===== src/hw/pdt_pkg.sv =====
/*
  Shared constants and types for the cable supply and message timers.
  Assumes a single 50 MHz controller clock on both ends of the link.
*/
package pdt_pkg;

  // Link message kinds; a pulse marks the last bit of the EOP
  typedef enum logic [2:0] {
    MSG_GOODCRC,
    MSG_ACCEPT,
    MSG_PS_RDY,
    MSG_DISC_ID,
    MSG_ALERT,
    MSG_OTHER
  } pdt_msg_t;

  localparam int CLK_HZ     = 50_000_000;
  localparam int CYC_PER_MS = CLK_HZ / 1000;
  localparam int CYC_PER_US = CLK_HZ / 1_000_000;

  localparam int CNT_W  = 32;
  localparam int MS_W   = 16;
  localparam int TRY_W  = 4;
  localparam int SLOT_W = 4;

  // Longest times, rounded down to whole cycles
  localparam int SUPPLY_ON_LIMIT_MS   = 100;
  localparam int SUPPLY_ON_LIMIT_CYC  = SUPPLY_ON_LIMIT_MS * CYC_PER_MS;
  localparam int SUPPLY_OFF_LIMIT_MS  = 25;
  localparam int SUPPLY_OFF_LIMIT_CYC = SUPPLY_OFF_LIMIT_MS * CYC_PER_MS;

  // Least times, rounded up to whole cycles
  localparam int CABLE_GAP_US  = 750;
  localparam int CABLE_GAP_CYC = CABLE_GAP_US * CYC_PER_US;

  // Fixed pick inside the 40 ms to 50 ms range
  localparam int PROBE_PERIOD_MS  = 45;
  localparam int PROBE_PERIOD_CYC = PROBE_PERIOD_MS * CYC_PER_MS;
  localparam logic [TRY_W-1:0] PROBE_MAX_TRIES = 4'h8;

  localparam int ALERT_MAX_PER_WINDOW = 10;
  localparam int ALERT_WINDOW_MS      = 10_000;
  localparam int ALERT_MIN_GAP_MS     = 250;
  localparam int ALERT_BURST_GAP_MS   = 100;
  localparam int ALERT_BURST_MAX      = 2;
  // Even spacing that alone keeps the window count in bounds
  localparam int ALERT_SPACE_MS  = ALERT_WINDOW_MS / ALERT_MAX_PER_WINDOW;
  localparam int ALERT_SPACE_CYC = ALERT_SPACE_MS * CYC_PER_MS;

endpackage


===== src/hw/pdt_link_if.sv =====
/*
  Message link between the port controller and its partner.
  Assumes both ends share one clock; the testbench instantiates it.
*/
`timescale 1ns/1ns
interface pdt_link_if;
  logic             d2p_vld;
  pdt_pkg::pdt_msg_t d2p_typ;
  logic             d2p_cab;
  logic             p2d_vld;
  pdt_pkg::pdt_msg_t p2d_typ;
  logic             p2d_cab;

  modport dev (
    output d2p_vld, d2p_typ, d2p_cab,
    input  p2d_vld, p2d_typ, p2d_cab
  );
  modport ptr (
    input  d2p_vld, d2p_typ, d2p_cab,
    output p2d_vld, p2d_typ, p2d_cab
  );
endinterface


===== src/hw/pdt_dev_end.sv =====
/*
  Port controller end: cable supply watch, cable packet gap, cable
  probing and attention rate limiting, with automatic GoodCRC replies.
  Assumes the partner end on pdt_link_if and a held send request.
*/
// Function
// - Watch timer expires 100 ms without PS_RDY
// - Downstream role starts watch on Accept
// - Upstream role starts watch on GoodCRC
// - Received PS_RDY stops the watch timer
// - Send PS_RDY only with supply on
// - Old supplier turns supply off quickly
// - Cable packets wait 750 us after GoodCRC
// - Retries measure gap from last transmission
// - Probe cable only downstream under contract
// - One identity probe every 45 ms
// - Stop cable traffic after unanswered tries
// - At most ten alerts per window
// - Alerts spaced at least 250 ms
// - One two-alert burst at 100 ms
`timescale 1ns/1ns
module pdt_dev_end
  import pdt_pkg::*;
#(
  parameter int ON_CYC    = SUPPLY_ON_LIMIT_CYC,
  parameter int GAP_CYC   = CABLE_GAP_CYC,
  parameter int PROBE_CYC = PROBE_PERIOD_CYC,
  parameter int MS_CYC    = CYC_PER_MS
) (
  // Clock and reset
  input  wire logic     i_clk,
  input  wire logic     i_rst,
  // Link
  pdt_link_if.dev       lnk,
  // Policy requests
  input  wire logic     i_dfp,
  input  wire logic     i_contract,
  input  wire logic     i_supply_on,
  input  wire logic     i_tx_req,
  input  wire pdt_msg_t i_tx_typ,
  input  wire logic     i_tx_cab,
  // Policy status
  output logic          o_tx_ack,
  output logic          o_supply_en,
  output logic          o_watch_run,
  output logic          o_watch_exp,
  output logic          o_gap_busy,
  output logic          o_probe_exp,
  output logic          o_probe_found,
  output logic          o_probe_gave_up,
  output logic          o_alert_ok
);

  function automatic logic [MS_W-1:0] age(input logic [MS_W-1:0] stamp,
                                          input logic [MS_W-1:0] now);
    age = now - stamp;
  endfunction

  logic             tx_vld_q, tx_cab_q, ack_q, supply_q, acc_sent_q;
  pdt_msg_t         tx_typ_q;
  logic             watch_run_q, watch_exp_q, gap_run_q;
  logic [CNT_W-1:0] watch_cnt_q, gap_cnt_q, probe_cnt_q, div_cnt_q;
  logic             probe_pend_q, probe_exp_q, found_q, gave_up_q;
  logic [TRY_W-1:0] tries_q;
  logic [MS_W-1:0]  now_q, last_q, burst_q;
  logic             last_vld_q, burst_vld_q, alert_ok_q;
  logic [SLOT_W-1:0] wr_q;
  wire  logic [ALERT_MAX_PER_WINDOW-1:0] used;

  // Receive decode
  wire logic rx_gcrc  = lnk.p2d_vld && lnk.p2d_typ == MSG_GOODCRC;
  wire logic rx_acc   = lnk.p2d_vld && lnk.p2d_typ == MSG_ACCEPT;
  wire logic rx_psr   = lnk.p2d_vld && lnk.p2d_typ == MSG_PS_RDY;
  wire logic rx_gcab  = rx_gcrc && lnk.p2d_cab;
  wire logic reply    = lnk.p2d_vld && lnk.p2d_typ != MSG_GOODCRC;

  // Watch timer
  wire logic watch_start = i_dfp ? rx_acc
                                 : rx_gcrc && acc_sent_q;
  wire logic watch_end = watch_run_q &&
                         watch_cnt_q == CNT_W'(ON_CYC - 1);

  // Cable traffic gating
  wire logic cab_ok   = !gap_run_q && !gave_up_q;
  wire logic gap_end  = gap_run_q && gap_cnt_q == CNT_W'(GAP_CYC - 1);

  // Probe timer
  wire logic probe_act  = i_dfp && i_contract &&
                          !gave_up_q && !found_q;
  wire logic probe_wrap = probe_act &&
                          probe_cnt_q == CNT_W'(PROBE_CYC - 1);
  wire logic probe_go   = probe_pend_q && cab_ok && !reply;
  wire logic at_max     = tries_q == PROBE_MAX_TRIES;

  // Attention limiter
  wire logic            tick  = div_cnt_q == CNT_W'(MS_CYC - 1);
  wire logic [MS_W-1:0] since = age(last_q, now_q);
  // Ages compare with > since a stamp may sit late in its tick
  wire logic gap_ok   = !last_vld_q ||
                        since > MS_W'(ALERT_MIN_GAP_MS);
  wire logic burst_ok = !burst_vld_q &&
                        since > MS_W'(ALERT_BURST_GAP_MS);
  // Round-robin slots: the next slot is the oldest entry
  wire logic alert_ok = !used[wr_q] && (gap_ok || burst_ok);

  // Send selection; GoodCRC replies go first, then the probe
  wire logic user_ok = i_tx_req && !reply && !probe_go &&
                       (!i_tx_cab || cab_ok) &&
                       (i_tx_typ != MSG_PS_RDY || supply_q) &&
                       (i_tx_typ != MSG_ALERT || alert_ok);
  wire logic     tx_vld_d = reply || probe_go || user_ok;
  wire pdt_msg_t tx_typ_d = reply ? MSG_GOODCRC :
                            probe_go ? MSG_DISC_ID : i_tx_typ;
  wire logic     tx_cab_d = reply ? lnk.p2d_cab : (probe_go || i_tx_cab);
  wire logic     tx_cpkt  = tx_vld_d && tx_cab_d && tx_typ_d != MSG_GOODCRC;
  wire logic     alert_fire = user_ok && i_tx_typ == MSG_ALERT;

  always_ff @(posedge i_clk) begin
    if (i_rst) begin
      tx_vld_q   <= 1'b0;
      tx_typ_q   <= MSG_OTHER;
      tx_cab_q   <= 1'b0;
      ack_q      <= 1'b0;
      supply_q   <= 1'b0;
      acc_sent_q <= 1'b0;
    end else begin
      tx_vld_q <= tx_vld_d;
      tx_typ_q <= tx_typ_d;
      tx_cab_q <= tx_cab_d;
      ack_q    <= user_ok;
      if (rx_psr && supply_q) begin
        supply_q <= 1'b0;
      end else if (i_supply_on) begin
        supply_q <= 1'b1;
      end
      if (tx_vld_d && tx_typ_d == MSG_ACCEPT) begin
        acc_sent_q <= 1'b1;
      end else if (rx_gcrc) begin
        acc_sent_q <= 1'b0;
      end
    end
  end

  always_ff @(posedge i_clk) begin
    if (i_rst) begin
      watch_run_q <= 1'b0;
      watch_cnt_q <= '0;
      watch_exp_q <= 1'b0;
    end else begin
      // PS_RDY on the last count still counts as in time
      watch_exp_q <= watch_end && !rx_psr;
      if (rx_psr) begin
        watch_run_q <= 1'b0;
      end else if (watch_start) begin
        watch_run_q <= 1'b1;
        watch_cnt_q <= '0;
      end else if (watch_end) begin
        watch_run_q <= 1'b0;
      end else if (watch_run_q) begin
        watch_cnt_q <= watch_cnt_q + 1'b1;
      end
    end
  end

  always_ff @(posedge i_clk) begin
    if (i_rst) begin
      gap_run_q <= 1'b0;
      gap_cnt_q <= '0;
    end else if (rx_gcab || tx_cpkt) begin
      gap_run_q <= 1'b1;
      gap_cnt_q <= '0;
    end else if (gap_end) begin
      gap_run_q <= 1'b0;
    end else if (gap_run_q) begin
      gap_cnt_q <= gap_cnt_q + 1'b1;
    end
  end

  always_ff @(posedge i_clk) begin
    if (i_rst) begin
      probe_cnt_q  <= '0;
      probe_pend_q <= 1'b0;
      probe_exp_q  <= 1'b0;
      tries_q      <= '0;
      found_q      <= 1'b0;
      gave_up_q    <= 1'b0;
    end else begin
      probe_exp_q <= probe_wrap;
      if (!probe_act) begin
        probe_cnt_q  <= '0;
        probe_pend_q <= 1'b0;
      end else begin
        probe_cnt_q  <= probe_wrap ? '0 : probe_cnt_q + 1'b1;
        probe_pend_q <= (probe_pend_q && !probe_go) ||
                        (probe_wrap && !at_max);
      end
      if (rx_gcab && tries_q != '0) begin
        tries_q <= '0;
        found_q <= 1'b1;
      end else if (probe_go) begin
        tries_q <= tries_q + 1'b1;
      end
      // Last try had a whole period to be answered
      if (probe_wrap && at_max && !rx_gcab) begin
        gave_up_q <= 1'b1;
      end
    end
  end

  always_ff @(posedge i_clk) begin
    if (i_rst) begin
      div_cnt_q <= '0;
      now_q     <= '0;
    end else begin
      div_cnt_q <= tick ? '0 : div_cnt_q + 1'b1;
      if (tick) begin
        now_q <= now_q + 1'b1;
      end
    end
  end

  generate
    for (genvar i = 0; i < ALERT_MAX_PER_WINDOW; i++) begin : g_slot
      logic            vld_q;
      logic [MS_W-1:0] stamp_q;
      assign used[i] = vld_q;
      always_ff @(posedge i_clk) begin
        if (i_rst) begin
          vld_q   <= 1'b0;
          stamp_q <= '0;
        end else if (alert_fire && wr_q == SLOT_W'(i)) begin
          vld_q   <= 1'b1;
          stamp_q <= now_q;
        end else if (tick &&
                     age(stamp_q, now_q) > MS_W'(ALERT_WINDOW_MS)) begin
          vld_q   <= 1'b0;
        end
      end
    end
  endgenerate

  always_ff @(posedge i_clk) begin
    if (i_rst) begin
      wr_q        <= '0;
      last_q      <= '0;
      last_vld_q  <= 1'b0;
      burst_q     <= '0;
      burst_vld_q <= 1'b0;
      alert_ok_q  <= 1'b0;
    end else begin
      alert_ok_q <= alert_ok;
      if (alert_fire) begin
        wr_q <= (wr_q == SLOT_W'(ALERT_MAX_PER_WINDOW - 1)) ?
                '0 : wr_q + 1'b1;
        last_q     <= now_q;
        last_vld_q <= 1'b1;
      end else if (tick && since > MS_W'(ALERT_WINDOW_MS)) begin
        last_vld_q <= 1'b0;
      end
      if (alert_fire && !gap_ok) begin
        burst_q     <= now_q;
        burst_vld_q <= 1'b1;
      end else if (tick &&
                   age(burst_q, now_q) > MS_W'(ALERT_WINDOW_MS)) begin
        burst_vld_q <= 1'b0;
      end
    end
  end

  assign lnk.d2p_vld     = tx_vld_q;
  assign lnk.d2p_typ     = tx_typ_q;
  assign lnk.d2p_cab     = tx_cab_q;
  assign o_tx_ack        = ack_q;
  assign o_supply_en     = supply_q;
  assign o_watch_run     = watch_run_q;
  assign o_watch_exp     = watch_exp_q;
  assign o_gap_busy      = gap_run_q;
  assign o_probe_exp     = probe_exp_q;
  assign o_probe_found   = found_q;
  assign o_probe_gave_up = gave_up_q;
  assign o_alert_ok      = alert_ok_q;

endmodule // pdt_dev_end


===== src/flat_wrapper.sv =====
// flat-port wrapper written by rule: the top's interface ports become plain ports
module pdt_dev_end_flat import pdt_pkg::*;
#(
  parameter int ON_CYC    = SUPPLY_ON_LIMIT_CYC,
  parameter int GAP_CYC   = CABLE_GAP_CYC,
  parameter int PROBE_CYC = PROBE_PERIOD_CYC,
  parameter int MS_CYC    = CYC_PER_MS
)
  (i_clk, i_rst, i_dfp, i_contract, i_supply_on, i_tx_req, i_tx_typ, i_tx_cab, o_tx_ack, o_supply_en, o_watch_run, o_watch_exp, o_gap_busy, o_probe_exp, o_probe_found, o_probe_gave_up, o_alert_ok, lnk_d2p_vld, lnk_d2p_typ, lnk_d2p_cab, lnk_p2d_vld, lnk_p2d_typ, lnk_p2d_cab);
  pdt_link_if lnk_i ();
  input  wire logic i_clk;
  input  wire logic i_rst;
  input  wire logic i_dfp;
  input  wire logic i_contract;
  input  wire logic i_supply_on;
  input  wire logic i_tx_req;
  input  wire pdt_msg_t i_tx_typ;
  input  wire logic i_tx_cab;
  output logic o_tx_ack;
  output logic o_supply_en;
  output logic o_watch_run;
  output logic o_watch_exp;
  output logic o_gap_busy;
  output logic o_probe_exp;
  output logic o_probe_found;
  output logic o_probe_gave_up;
  output logic o_alert_ok;
  output wire logic [$bits(lnk_i.d2p_vld)-1:0] lnk_d2p_vld;
  output wire logic [$bits(lnk_i.d2p_typ)-1:0] lnk_d2p_typ;
  output wire logic [$bits(lnk_i.d2p_cab)-1:0] lnk_d2p_cab;
  input wire logic [$bits(lnk_i.p2d_vld)-1:0] lnk_p2d_vld;
  input wire logic [$bits(lnk_i.p2d_typ)-1:0] lnk_p2d_typ;
  input wire logic [$bits(lnk_i.p2d_cab)-1:0] lnk_p2d_cab;
  assign lnk_d2p_vld = lnk_i.d2p_vld;
  assign lnk_d2p_typ = lnk_i.d2p_typ;
  assign lnk_d2p_cab = lnk_i.d2p_cab;
  assign lnk_i.p2d_vld = lnk_p2d_vld;
  assign lnk_i.p2d_typ = lnk_p2d_typ;
  assign lnk_i.p2d_cab = lnk_p2d_cab;
  pdt_dev_end #(.ON_CYC(ON_CYC), .GAP_CYC(GAP_CYC), .PROBE_CYC(PROBE_CYC), .MS_CYC(MS_CYC)) u_core (.i_clk(i_clk), .i_rst(i_rst), .lnk(lnk_i), .i_dfp(i_dfp), .i_contract(i_contract), .i_supply_on(i_supply_on), .i_tx_req(i_tx_req), .i_tx_typ(i_tx_typ), .i_tx_cab(i_tx_cab), .o_tx_ack(o_tx_ack), .o_supply_en(o_supply_en), .o_watch_run(o_watch_run), .o_watch_exp(o_watch_exp), .o_gap_busy(o_gap_busy), .o_probe_exp(o_probe_exp), .o_probe_found(o_probe_found), .o_probe_gave_up(o_probe_gave_up), .o_alert_ok(o_alert_ok));
endmodule

===== config.mk =====
export PLATFORM = sky130hd
export DESIGN_NAME = pdt_dev_end_flat
export DESIGN_NICKNAME = d
export VERILOG_FILES = /design/src/hw/pdt_pkg.sv /design/src/hw/pdt_link_if.sv /design/src/hw/pdt_dev_end.sv /design/src/flat_wrapper.sv
export SDC_FILE = /design/constraint.sdc
export NUM_CORES = 1
export LEC_CHECK = 0
export BUFFER_PORTS_ARGS = -buffer_cell sky130_fd_sc_hd__buf_2
export CORE_MARGIN = 2
export CORE_UTILIZATION = 45
export DETAILED_ROUTE_END_ITERATION = 7
export PLACE_DENSITY = 0.68
export SLEW_MARGIN = 25
export SYNTH_ARGS = -nofsm -noshare
export SYNTH_HDL_FRONTEND = slang
export SYNTH_SLANG_ARGS = --single-unit

===== constraint.sdc =====
create_clock -name i_clk -period 6.3 [get_ports i_clk]
set_clock_uncertainty 0.1 [all_clocks]
set_input_delay 0.315 -clock i_clk [delete_from_list [all_inputs] [get_ports i_clk]]
set_output_delay 0.315 -clock i_clk [all_outputs]
set_load 0.01 [all_outputs]

# Yosys cells after proc, flatten, opt, wreduce, memory -nomap -nowiden
# Cells that the tools add are included.
[word_totals] word_cells=252 reg_bits=372
[classes] n_lt_le_gt_ge=15 n_bitwise=3 muxes=40 n_eq_ne=21 reduce_logical=109 addsub=19
[op_table] op="$gt A16 B14 Y1 const B" n=12
[op_table] op="$sub A16 B16 Y16" n=12
[op_table] op="$add A32 B1 Y32 const B" n=4
[op_table] op="$mux W32" n=3
[op_table] op="$eq A32 B16 Y1 const B" n=2
[op_table] op="$logic_and A1 B1 Y1" n=56
[op_table] op="$mux W1" n=33
[op_table] op="$eq A32 B22 Y1 const B" n=1
[op_table] op="$eq A32 B23 Y1 const B" n=1
[op_table] op="$reduce_bool A2 Y1" n=16
[op_table] op="$add A16 B1 Y16 const B" n=1
[op_table] op="$eq A4 B3 Y1 const B" n=4
[op_table] op="$gt A16 B7 Y1 const B" n=1
[op_table] op="$gt A16 B8 Y1 const B" n=1
[op_table] op="$logic_not A1 Y1" n=13
[op_table] op="$eq A4 B4 Y1 const B" n=3
[op_table] op="$reduce_or A2 Y1" n=6
[op_table] op="$logic_or A1 B1 Y1" n=10
[op_table] op="$add A4 B1 Y4 const B" n=2
[op_table] op="$eq A4 B2 Y1 const B" n=2
[op_table] op="$eq A3 B1 Y1 const B" n=2
[op_table] op="$mux W3" n=2
[op_table] op="$reduce_bool A3 Y1" n=2
[op_table] op="$lt A4 B5 Y1 const B" n=1
[op_table] op="other kinds (15)" n=17

# Longest topological paths before layout
# Gate-level depths: netlist of the first run.
[logic_depth] depth_word=14 ltp_mapped=16

# Worst setup path before layout of the first run
# Ideal clock, no wire load.
[synth_path] kind="reg-to-reg" startpoint="reg u_core.now_q[0]" endpoint="reg u_core.g_slot[5].stamp_q[13]" t_arrival_ps=3816 path_stages_with_launch=17 path_slack_ps=2257 n_path_buf=3 setup_time_ps=128 cell_sequence="dfxtp_1 -> inv_1 -> ha_1 -> inv_1 -> fa_1 -> a21o_2 -> a21oi_2 -> xor2_1 -> or4_1 -> o311a_1 -> and4_1 -> buf_6 -> a2111oi_4 -> buf_6 -> buf_12 -> mux2i_1 -> nor2_1"
[synth_via] elab_chain_len=9
[synth_lines] element="start: declaration" line="pdt_dev_end.sv:65" rtl="logic [MS_W-1:0] now_q, last_q, burst_q;"
[synth_lines] element="start signal: assignment" line="pdt_dev_end.sv:217" rtl="now_q <= now_q + 1'b1;"
[synth_lines] element="$sub A16 B16 Y16 *" line="pdt_dev_end.sv:56" rtl="age = now - stamp;"
[synth_lines] element="$gt A16 B8 Y1 or $gt A16 B7 Y1 (tied branches)" line="pdt_dev_end.sv:100, pdt_dev_end.sv:102"
[synth_lines] element="$logic_or A1 B1 Y1 or $logic_and A1 B1 Y1 (tied branches)" line="pdt_dev_end.sv:99, pdt_dev_end.sv:101"
[synth_lines] element="$logic_or A1 B1 Y1 *" line="pdt_dev_end.sv:104" rtl="wire logic alert_ok = !used[wr_q] && (gap_ok || burst_ok);"
[synth_lines] element="$logic_and A1 B1 Y1 *" line="pdt_dev_end.sv:104"
[synth_lines] element="$logic_or A1 B1 Y1 *" line="pdt_dev_end.sv:110" rtl="(i_tx_typ != MSG_ALERT || alert_ok);"
[synth_lines] element="$logic_and A1 B1 Y1 *" line="pdt_dev_end.sv:109" rtl="(i_tx_typ != MSG_PS_RDY || supply_q) &&"
[synth_lines] element="$logic_and A1 B1 Y1 *" line="pdt_dev_end.sv:116" rtl="wire logic alert_fire = user_ok && i_tx_typ == MSG_ALERT;"
[synth_lines] element="$logic_and A1 B1 Y1 *" line="pdt_dev_end.sv:231" rtl="end else if (alert_fire && wr_q == SLOT_W'(i)) begin"
[synth_lines] element="end signal: assignment" line="pdt_dev_end.sv:233" rtl="stamp_q <= now_q;"
[synth_lines] element="end: declaration" line="pdt_dev_end.sv:225" rtl="logic [MS_W-1:0] stamp_q;"
# Every way passes the cells marked *; elsewhere a longest branch is shown, timed or not.
# A chain may end at the register's enable or synchronous reset.

# Final worst setup path of the first run
[layout_path] startpoint="reg u_core.now_q[0]" endpoint="reg u_core.burst_q[2]"
[layout_via] elab_chain_len=9
[layout_lines] element="$sub A16 B16 Y16 *" line="pdt_dev_end.sv:56"
[layout_lines] element="$gt A16 B8 Y1 or $gt A16 B7 Y1 (tied branches)" line="pdt_dev_end.sv:100, pdt_dev_end.sv:102"
[layout_lines] element="$logic_or A1 B1 Y1 or $logic_and A1 B1 Y1 (tied branches)" line="pdt_dev_end.sv:99, pdt_dev_end.sv:101"
[layout_lines] element="$logic_or A1 B1 Y1" line="pdt_dev_end.sv:104"
[layout_lines] element="$logic_and A1 B1 Y1" line="pdt_dev_end.sv:104"
[layout_lines] element="$logic_or A1 B1 Y1" line="pdt_dev_end.sv:110"
[layout_lines] element="$logic_and A1 B1 Y1" line="pdt_dev_end.sv:109"
[layout_lines] element="$logic_and A1 B1 Y1" line="pdt_dev_end.sv:116"
[layout_lines] element="$logic_and A1 B1 Y1 *" line="pdt_dev_end.sv:260" rtl="if (alert_fire && !gap_ok) begin"
[layout_lines] element="end signal: assignment" line="pdt_dev_end.sv:261" rtl="burst_q <= now_q;"
[layout_lines] element="end: declaration" line="pdt_dev_end.sv:65"
# Marked as above.

==> flow_metrics.tcl, run 1 <==
set metrics [dict create \
    status "complete, no violations" \
    cp.required_ns 6.63 \
    io_buffers 28 \
    syn-num-nets 3232 \
    grt-ovfl-total 0 \
    ctsRootBufferMaster "clkbuf_16" \
    post_cts_buffers 0 \
    boundaryPins 29 \
    gp_congestion 0.8357 \
    fmax_mhz 216.8 \
    die_w_um 239.0 \
    via_per_inst 5.560 \
    antenna_found_initial 0 \
    seq_area_frac_synth_pct 29.96 \
    cts.path.max_buffers 3 \
    max_stage_delay_ns 0.88 \
    grt_usage_pct 19.75 \
    grt_pass1_vias 19450 \
    setup_viol 0 \
    tns_ns 0 \
    fill_cells 5234 \
    rr_worst_depth 13 \
    synth-edff-count 0 \
    instances_no_fill 3754 \
    cp.arrival_ns 4.94 \
    cts_tree "done" \
    slew_viol_final 0 \
    relSlewSlack_pct 30.80 \
    cts_buffers 43 \
    critPathSlowestCell "or3_1" \
    ant_nets 0 \
    diodes 0 \
    rows 86 \
    p_per_area_nw_per_um2 183.3 \
    area_growth_pct 9.180 \
    grt_max_degree 213 \
    core_um2 54880 \
    wirelength_um 56830 \
    yosys_warnings 0 \
    finalCriticalPeriod_ns 4.612 \
    finalPower_uw 4976 \
    dpl_cell_area_um2 25640 \
    initial_utilization_pct 45.30 \
    critPathLaunchType "register" \
    crit_chain "inv_1 > ha_1 > inv_1 > fa_1 > a21o_2 > a221oi_1 > o211ai_1 > o211a_1 > nor4b_4 > nand4_4 > or3_1 > mux2i_1 > nor2_1" \
    drcViolationCount 0 \
    hold_violations 0 \
    cts_resized 0 \
    timing.rr.end "u_core.burst_q[2]" \
    clkTransAtPathRegs_ns 0.06 \
    clk_latency_ns 0.58 \
    p_leak_uw 0.01128 \
    grt_first_pass_wirelength_um 94480 \
    r2r_setup_slack_ns 1.69 \
    cp-end-kind "register" \
    design_area_um2 27140 \
    hp-class "primary input to register" \
    die_y_um 239.0 \
    drive_above_1_share_pct 6.492 \
    cap_violations 0 \
    ctsHoldBuffers 7 \
    min_from "i_rst" \
    drt-pass1-iter-count 5 \
    layout.nets 3235 \
    dieArea_um2 57140 \
    synth-seq-cells 372 \
    worst_hold_slack_ns 0.009207 \
    hold_end "u_core.o_watch_run" \
    holdPathStages 2 \
    htreeDepth 2 \
    dp.final_hpwl_um 37460 \
    grt_setup_unrepaired "no" \
    vias 20870 \
    placed_cells 3673 \
    synth.distinct_cells 90 \
    worst_slew_pin_slew_ns 1.038 \
    drt_iter0_drc 1111 \
    worstReg2RegStart "u_core.now_q[0]" \
    syn_area_per_cell_um2 8.237 \
    syn_inst 3018 \
    irDropWorstVdd_mv 0.1693 \
    path_common_cell "inv_1" \
    period_share_pct 73.20 \
    path_max_fanout 17 \
    critPathKind "register to register" \
    clkSinkCount 372 \
    async_flop_share_pct 0 \
    synth-main-ff-cell "dfxtp_1" \
    synth_area_um2 24860 \
    wire_per_inst_um 15.14 \
]
stage by stage:
step	setup WS (ns)	util [%]
6_report	1.688	49.46
2_1_floorplan	2.257	-
3_5_place_dp	1.693	46.72
3_3_place_gp	1.776	46.71
5_1_grt	1.391	49.46
4_1_cts	1.680	49.39
metal layers:
layer  track usage, %  part of all wire [%]  vias to the layer above
met3            2.898                   4.2                       73
met2            33.62                    45                      341
li1                 -                     -                    10760
met5                0                     0                        -
met4            5.170                   2.2                        0
met1            26.05                    48                     9704
layout make-up:
class / instances / area [um^2] / share of cell area [%]
clock inverters: 13 / 131.4 / 0.4840
well taps: 704 / 880.8 / 3.245
repair buffers: 65 / 457.9 / 1.687
clock buffers: 61 / 1264 / 4.656
inverters: 232 / 870.8 / 3.208
flip-flops and latches: 372 / 7452 / 27.46
multi-input cells: 2307 / 16090 / 59.26
placed cells by master, fill, tap and decap left out, types with 14 or more instances in the layout:
cell,instances
nand2b_1,32
and2_1,23
a31oi_1,34
nor3b_1,15
buf_4,29
nand3_1,77
nor2b_1,39
o2111ai_1,18
o211ai_1,18
or3_1,35
o21a_1,39
o31a_1,14
o21ai_0,128
dfxtp_1,368
a21oi_1,137
buf_2,27
and4_1,14
xor2_1,118
a211o_1,15
mux2i_1,198
nor3_1,100
nand2_1,134
nor2_1,422
o31ai_1,29
or2_2,18
a21o_1,19
ha_1,187
xnor2_1,94
nand4_1,34
inv_1,231
clkbuf_16,43
nor4_1,32
and3_1,48
a211oi_1,24
critical path, delay by kind of cell, from the launching register on:
| kind | cells | cell delay [ns] |
|---|---|---|
| buffers and inverters | 2 | 0.24 |
| and+or+nand+nor | 4 | 1.69 |
| AOI/OAI and AO/OA | 4 | 0.96 |
| DFF | 1 | 0.55 |
| muxes | 1 | 0.29 |
| adders and majority gates | 2 | 0.61 |
report_power, final:
part	internal, uW	switching, uW	leakage (uW)
clock	1470	1030	0.000689
combinational	31.9	69.7	0.00759
sequential	2360	9.84	0.00300
total	3870	1110	0.0113
worst max path at each step:
stage | slack [ns] | from | to | depth (start not counted)
floorplan | 2.26 | u_core.now_q[0] | u_core.g_slot[5].stamp_q[13] | 16
global placement | 1.78 | u_core.now_q[0] | u_core.g_slot[8].stamp_q[13] | 13
detailed placement | 1.69 | u_core.now_q[0] | u_core.g_slot[6].stamp_q[2] | 13
CTS | 1.68 | u_core.now_q[0] | u_core.g_slot[6].stamp_q[2] | 13
global route | 1.39 | u_core.now_q[0] | u_core.burst_q[11] | 13
finish | 1.69 | u_core.now_q[0] | u_core.burst_q[2] | 13
cells in the mapped netlist (23+ instances only):
cell	count	area [um^2]
ha_1	187	2340
nand2_1	134	503.0
or3_1	35	219.0
nor4_1	32	200.2
and2_1	23	143.9
nand2b_1	34	212.7
mux2i_1	198	1982
o21ai_0	128	640.6
a31oi_1	34	212.7
and3_1	48	300.3
nor3_1	100	500.5
nand4_1	34	212.7
xor2_1	118	1033
a21oi_1	139	695.7
xnor2_1	94	823.3
nand3_1	77	385.4
clkbuf_1	76	285.3
o21a_1	39	292.8
nor2_1	422	1584
dfxtp_1	372	7447
a211oi_1	24	180.2
o31ai_1	29	217.7
inv_1	231	867.1
nor2b_1	39	244.0
cell families after synthesis:
| logic type | after synthesis | synth area share [%] |
|---|---|---|
| buf+inv | 339 | 5.617 |
| mux | 204 | 8.335 |
| xor+xnor | 212 | 7.469 |
| fa+ha+maj | 199 | 10.38 |
| flops | 372 | 29.96 |
| simple gates | 1079 | 21.56 |
| compound gates | 613 | 16.69 |
state kept, by name, indices dropped and copies added, names as in the netlist, 16 cells and up:
name	count
u_core.watch_cnt_q	32
u_core.probe_cnt_q	32
u_core.gap_cnt_q	32
u_core.now_q	16
u_core.g_slot.stamp_q	160
u_core.burst_q	16
u_core.div_cnt_q	32
u_core.last_q	16
No activity file was read; power rests on OpenSTA's default activity.
==> run 2, diff against run 1 <==
Settings changed: ABC_AREA set to 1, PLACE_DENSITY 0.68 to 0.7.
Clock period 6.3 ns to 4.2 ns, I/O delays scaled along.
==> flow_metrics.tcl, run 2 <==
set metrics [dict create \
    hp-class "primary input to register" \
    p_leak_uw 0.01335 \
    yosysMostFrequentCell "nand2_1" \
    min_from "lnk_p2d_typ[1]" \
    wl_met3_um 2891 \
    synth-seq-cells 372 \
    layout_common_cells "nand2_1, inv_1, a21oi_1" \
    antenna_found_initial 2 \
    critPathKind "register to register" \
    cp-end-kind "register" \
    placed_cells 4906 \
    die_y_um 248.8 \
    synth_area_um2 26970 \
    cts.path.max_buffers 3 \
    worstReg2RegStart "u_core.now_q[0]" \
    drt_iter0_drc 1927 \
    p_int_uw 5930 \
    drcViolationCount 0 \
    cp.arrival_ns 3.91 \
    dieArea_um2 61920 \
    synth_top_area_share_pct 27.61 \
    io_buffers 28 \
    largest_register_ffs 160 \
    switching_share_pct 23.06 \
    max_stage_delay_ns 0.56 \
    synth_area_leaders "dfxtp_1, nand2_1, ha_1, inv_1, a21oi_1" \
    instances_no_fill 4998 \
    fmax_mhz 277.5 \
    irDropWorstVdd_mv 0.3267 \
    async_flop_share_pct 0 \
    wire_per_inst_um 13.55 \
    switchingPower_uw 1777 \
    hold_end "u_core.o_watch_exp" \
    grt_pass1_vias 23630 \
    via_per_inst 5.143 \
    slew_viol_final 0 \
    cts_tree "done" \
    synth-main-ff-cell "dfxtp_1" \
    grt_first_pass_wirelength_um 113200 \
    critPathSlowestCell "nor2_4" \
    worst_hold_slack_ns 0.07213 \
    comb_power_share_pct 3.9 \
    rows 89 \
    boundaryPins 29 \
    largest-register "u_core.g_slot.stamp_q" \
    grt_usage_pct 21.49 \
    drt-pass1-iter-count 5 \
    crit_start "u_core.now_q[0]" \
    path_max_fanout 17 \
    ys_top_cells_by_count "nand2_1, inv_1, a21oi_1" \
    grt_setup_unrepaired "no" \
    grt_max_degree 150 \
    p_per_area_nw_per_um2 261.4 \
    clkTransAtPathRegs_ns 0.06 \
    yosys_warnings 0 \
    critPathLaunchType "register" \
    clk_latency_ns 0.57 \
    worst_slew_pin_slew_ns 0.8660 \
    core_um2 59130 \
    layout_commonest_cell "nand2_1" \
    wirelength_um 67720 \
    path_common_cell "nand3_1" \
    top_layer_used "met5" \
    clock_power_share_pct 50.0 \
    ctsRootBufferMaster "clkbuf_16" \
    diodes 0 \
    clkSinkCount 372 \
    synth-edff-count 0 \
    vias 25710 \
    cap_violations 0 \
    relSlewSlack_pct 41.82 \
    htreeDepth 2 \
    ant_nets 0 \
    post-route-util_pct 49.86 \
    synth_top_area_cell "dfxtp_1" \
    dp.final_hpwl_um 46970 \
    power_frac_seq_pct 46.1 \
    hold_violations 0 \
    syn_inst 4164 \
    synth.distinct_cells 59 \
    rr_worst_depth 18 \
    syn-num-nets 4378 \
    route.met2.wl_um 30120 \
    initial_utilization_pct 45.62 \
    cp.required_ns 4.51 \
    area_growth_pct 9.286 \
    layout.nets 4409 \
    crit_chain "inv_1 > ha_1 > inv_1 > fa_1 > nand3_1 > nand3_1 > nand2_1 > nand2_1 > inv_1 > nand3_1 > nor2_1 > nand3_1 > nand4_2 > nand4_4 > nor2_4 > inv_2 > nand2_1 > a21oi_1" \
    status "complete, no violations" \
    period_share_pct 85.81 \
    finalCriticalPeriod_ns 3.604 \
    seq_area_frac_synth_pct 27.61 \
    setup_viol 0 \
    tns_ns 0 \
    fill_cells 5886 \
    die_w_um 248.8 \
    syn_area_per_cell_um2 6.478 \
    wl_met1_um 32720 \
    r2r_setup_slack_ns 0.60 \
    cts_buffers 42 \
    finalPower_uw 7707 \
    drive_above_1_share_pct 5.491 \
    timing.rr.end "u_core.g_slot[0].stamp_q[7]" \
    holdPathStages 4 \
    grt-ovfl-total 0 \
    post_cts_buffers 0 \
    gp_congestion 0.9159 \
]
-- run 2: final cells by class --
class	count	area [um^2]	share of cell area, %
clock inverters	21	259.0	0.8786
well taps	773	967.2	3.281
clock buffers	53	1174	3.981
flip-flops and latches	372	7455	25.29
repair buffers	80	594.3	2.016
inverters	629	2376	8.060
multi-input cells	3070	16650	56.50
-- run 2: kinds of logic after synthesis --
group | share of synthesized area (%)
and+or+nand+nor | 33.65
buffers and inverters | 10.73
AOI/OAI and AO/OA | 13.16
DFF | 27.61
adders and majority gates | 9.564
xor gates and xnor gates | 5.292
-- run 2: power groups by stage --
stage / combinational (uW) / clock [uW] / sequential, uW
6_report: 302 / 3850 / 3550
5_1_grt: 340 / 4040 / 3550
4_1_cts: 300 / 3920 / 3550
3_5_place_dp: 286 / 0 / 3630
3_3_place_gp: 284 / 0 / 3630
2_1_floorplan: 212 / 0 / 3630
-- run 2: through the flow --
step	setup WS (ns)	area (um^2)
3_3_place_gp	0.6541	27870
4_1_cts	0.5741	29480
5_1_grt	0.2316	29480
2_1_floorplan	1.079	26970
6_report	0.5961	29480
3_5_place_dp	0.5923	27870
-- run 2: repair_timing --
item | 4_1_cts | 5_1_grt
hold buffers | 18 | 0
resized for setup | 0 | 0
hold endpoints to repair | 28 | 0
setup endpoints to repair | 0 | 0
-- run 2: routing by layer --
layer / vias up / global-route usage [%]
li1: 13590 / -
met1: 11510 / 28.89
met2: 486 / 35.69
met3: 119 / 2.748
met4: 6 / 6.874
met5: - / 0
-- run 2: worst max path at each step --
stage | cells past startpoint | slack [ns] | end
finish | 18 | 0.60 | u_core.g_slot[0].stamp_q[7]
global route | 18 | 0.23 | u_core.g_slot[0].stamp_q[4]
CTS | 18 | 0.57 | u_core.g_slot[1].stamp_q[0]
detailed placement | 18 | 0.59 | u_core.g_slot[1].stamp_q[15]
global placement | 19 | 0.65 | u_core.g_slot[7].stamp_q[13]
floorplan | 20 | 1.08 | u_core.burst_q[8]
-- run 2: worst max-delay path, delay by kind of cell, from the launching register on --
| kind | cells | cell delay, ns |
|---|---|---|
| flip-flops | 1 | 0.31 |
| AO/OA/AOI/OAI | 1 | 0.06 |
| adder cells (fa/ha/maj) | 2 | 0.56 |
| buffers and inverters | 4 | 0.45 |
| AND/OR/NAND/NOR | 11 | 1.94 |
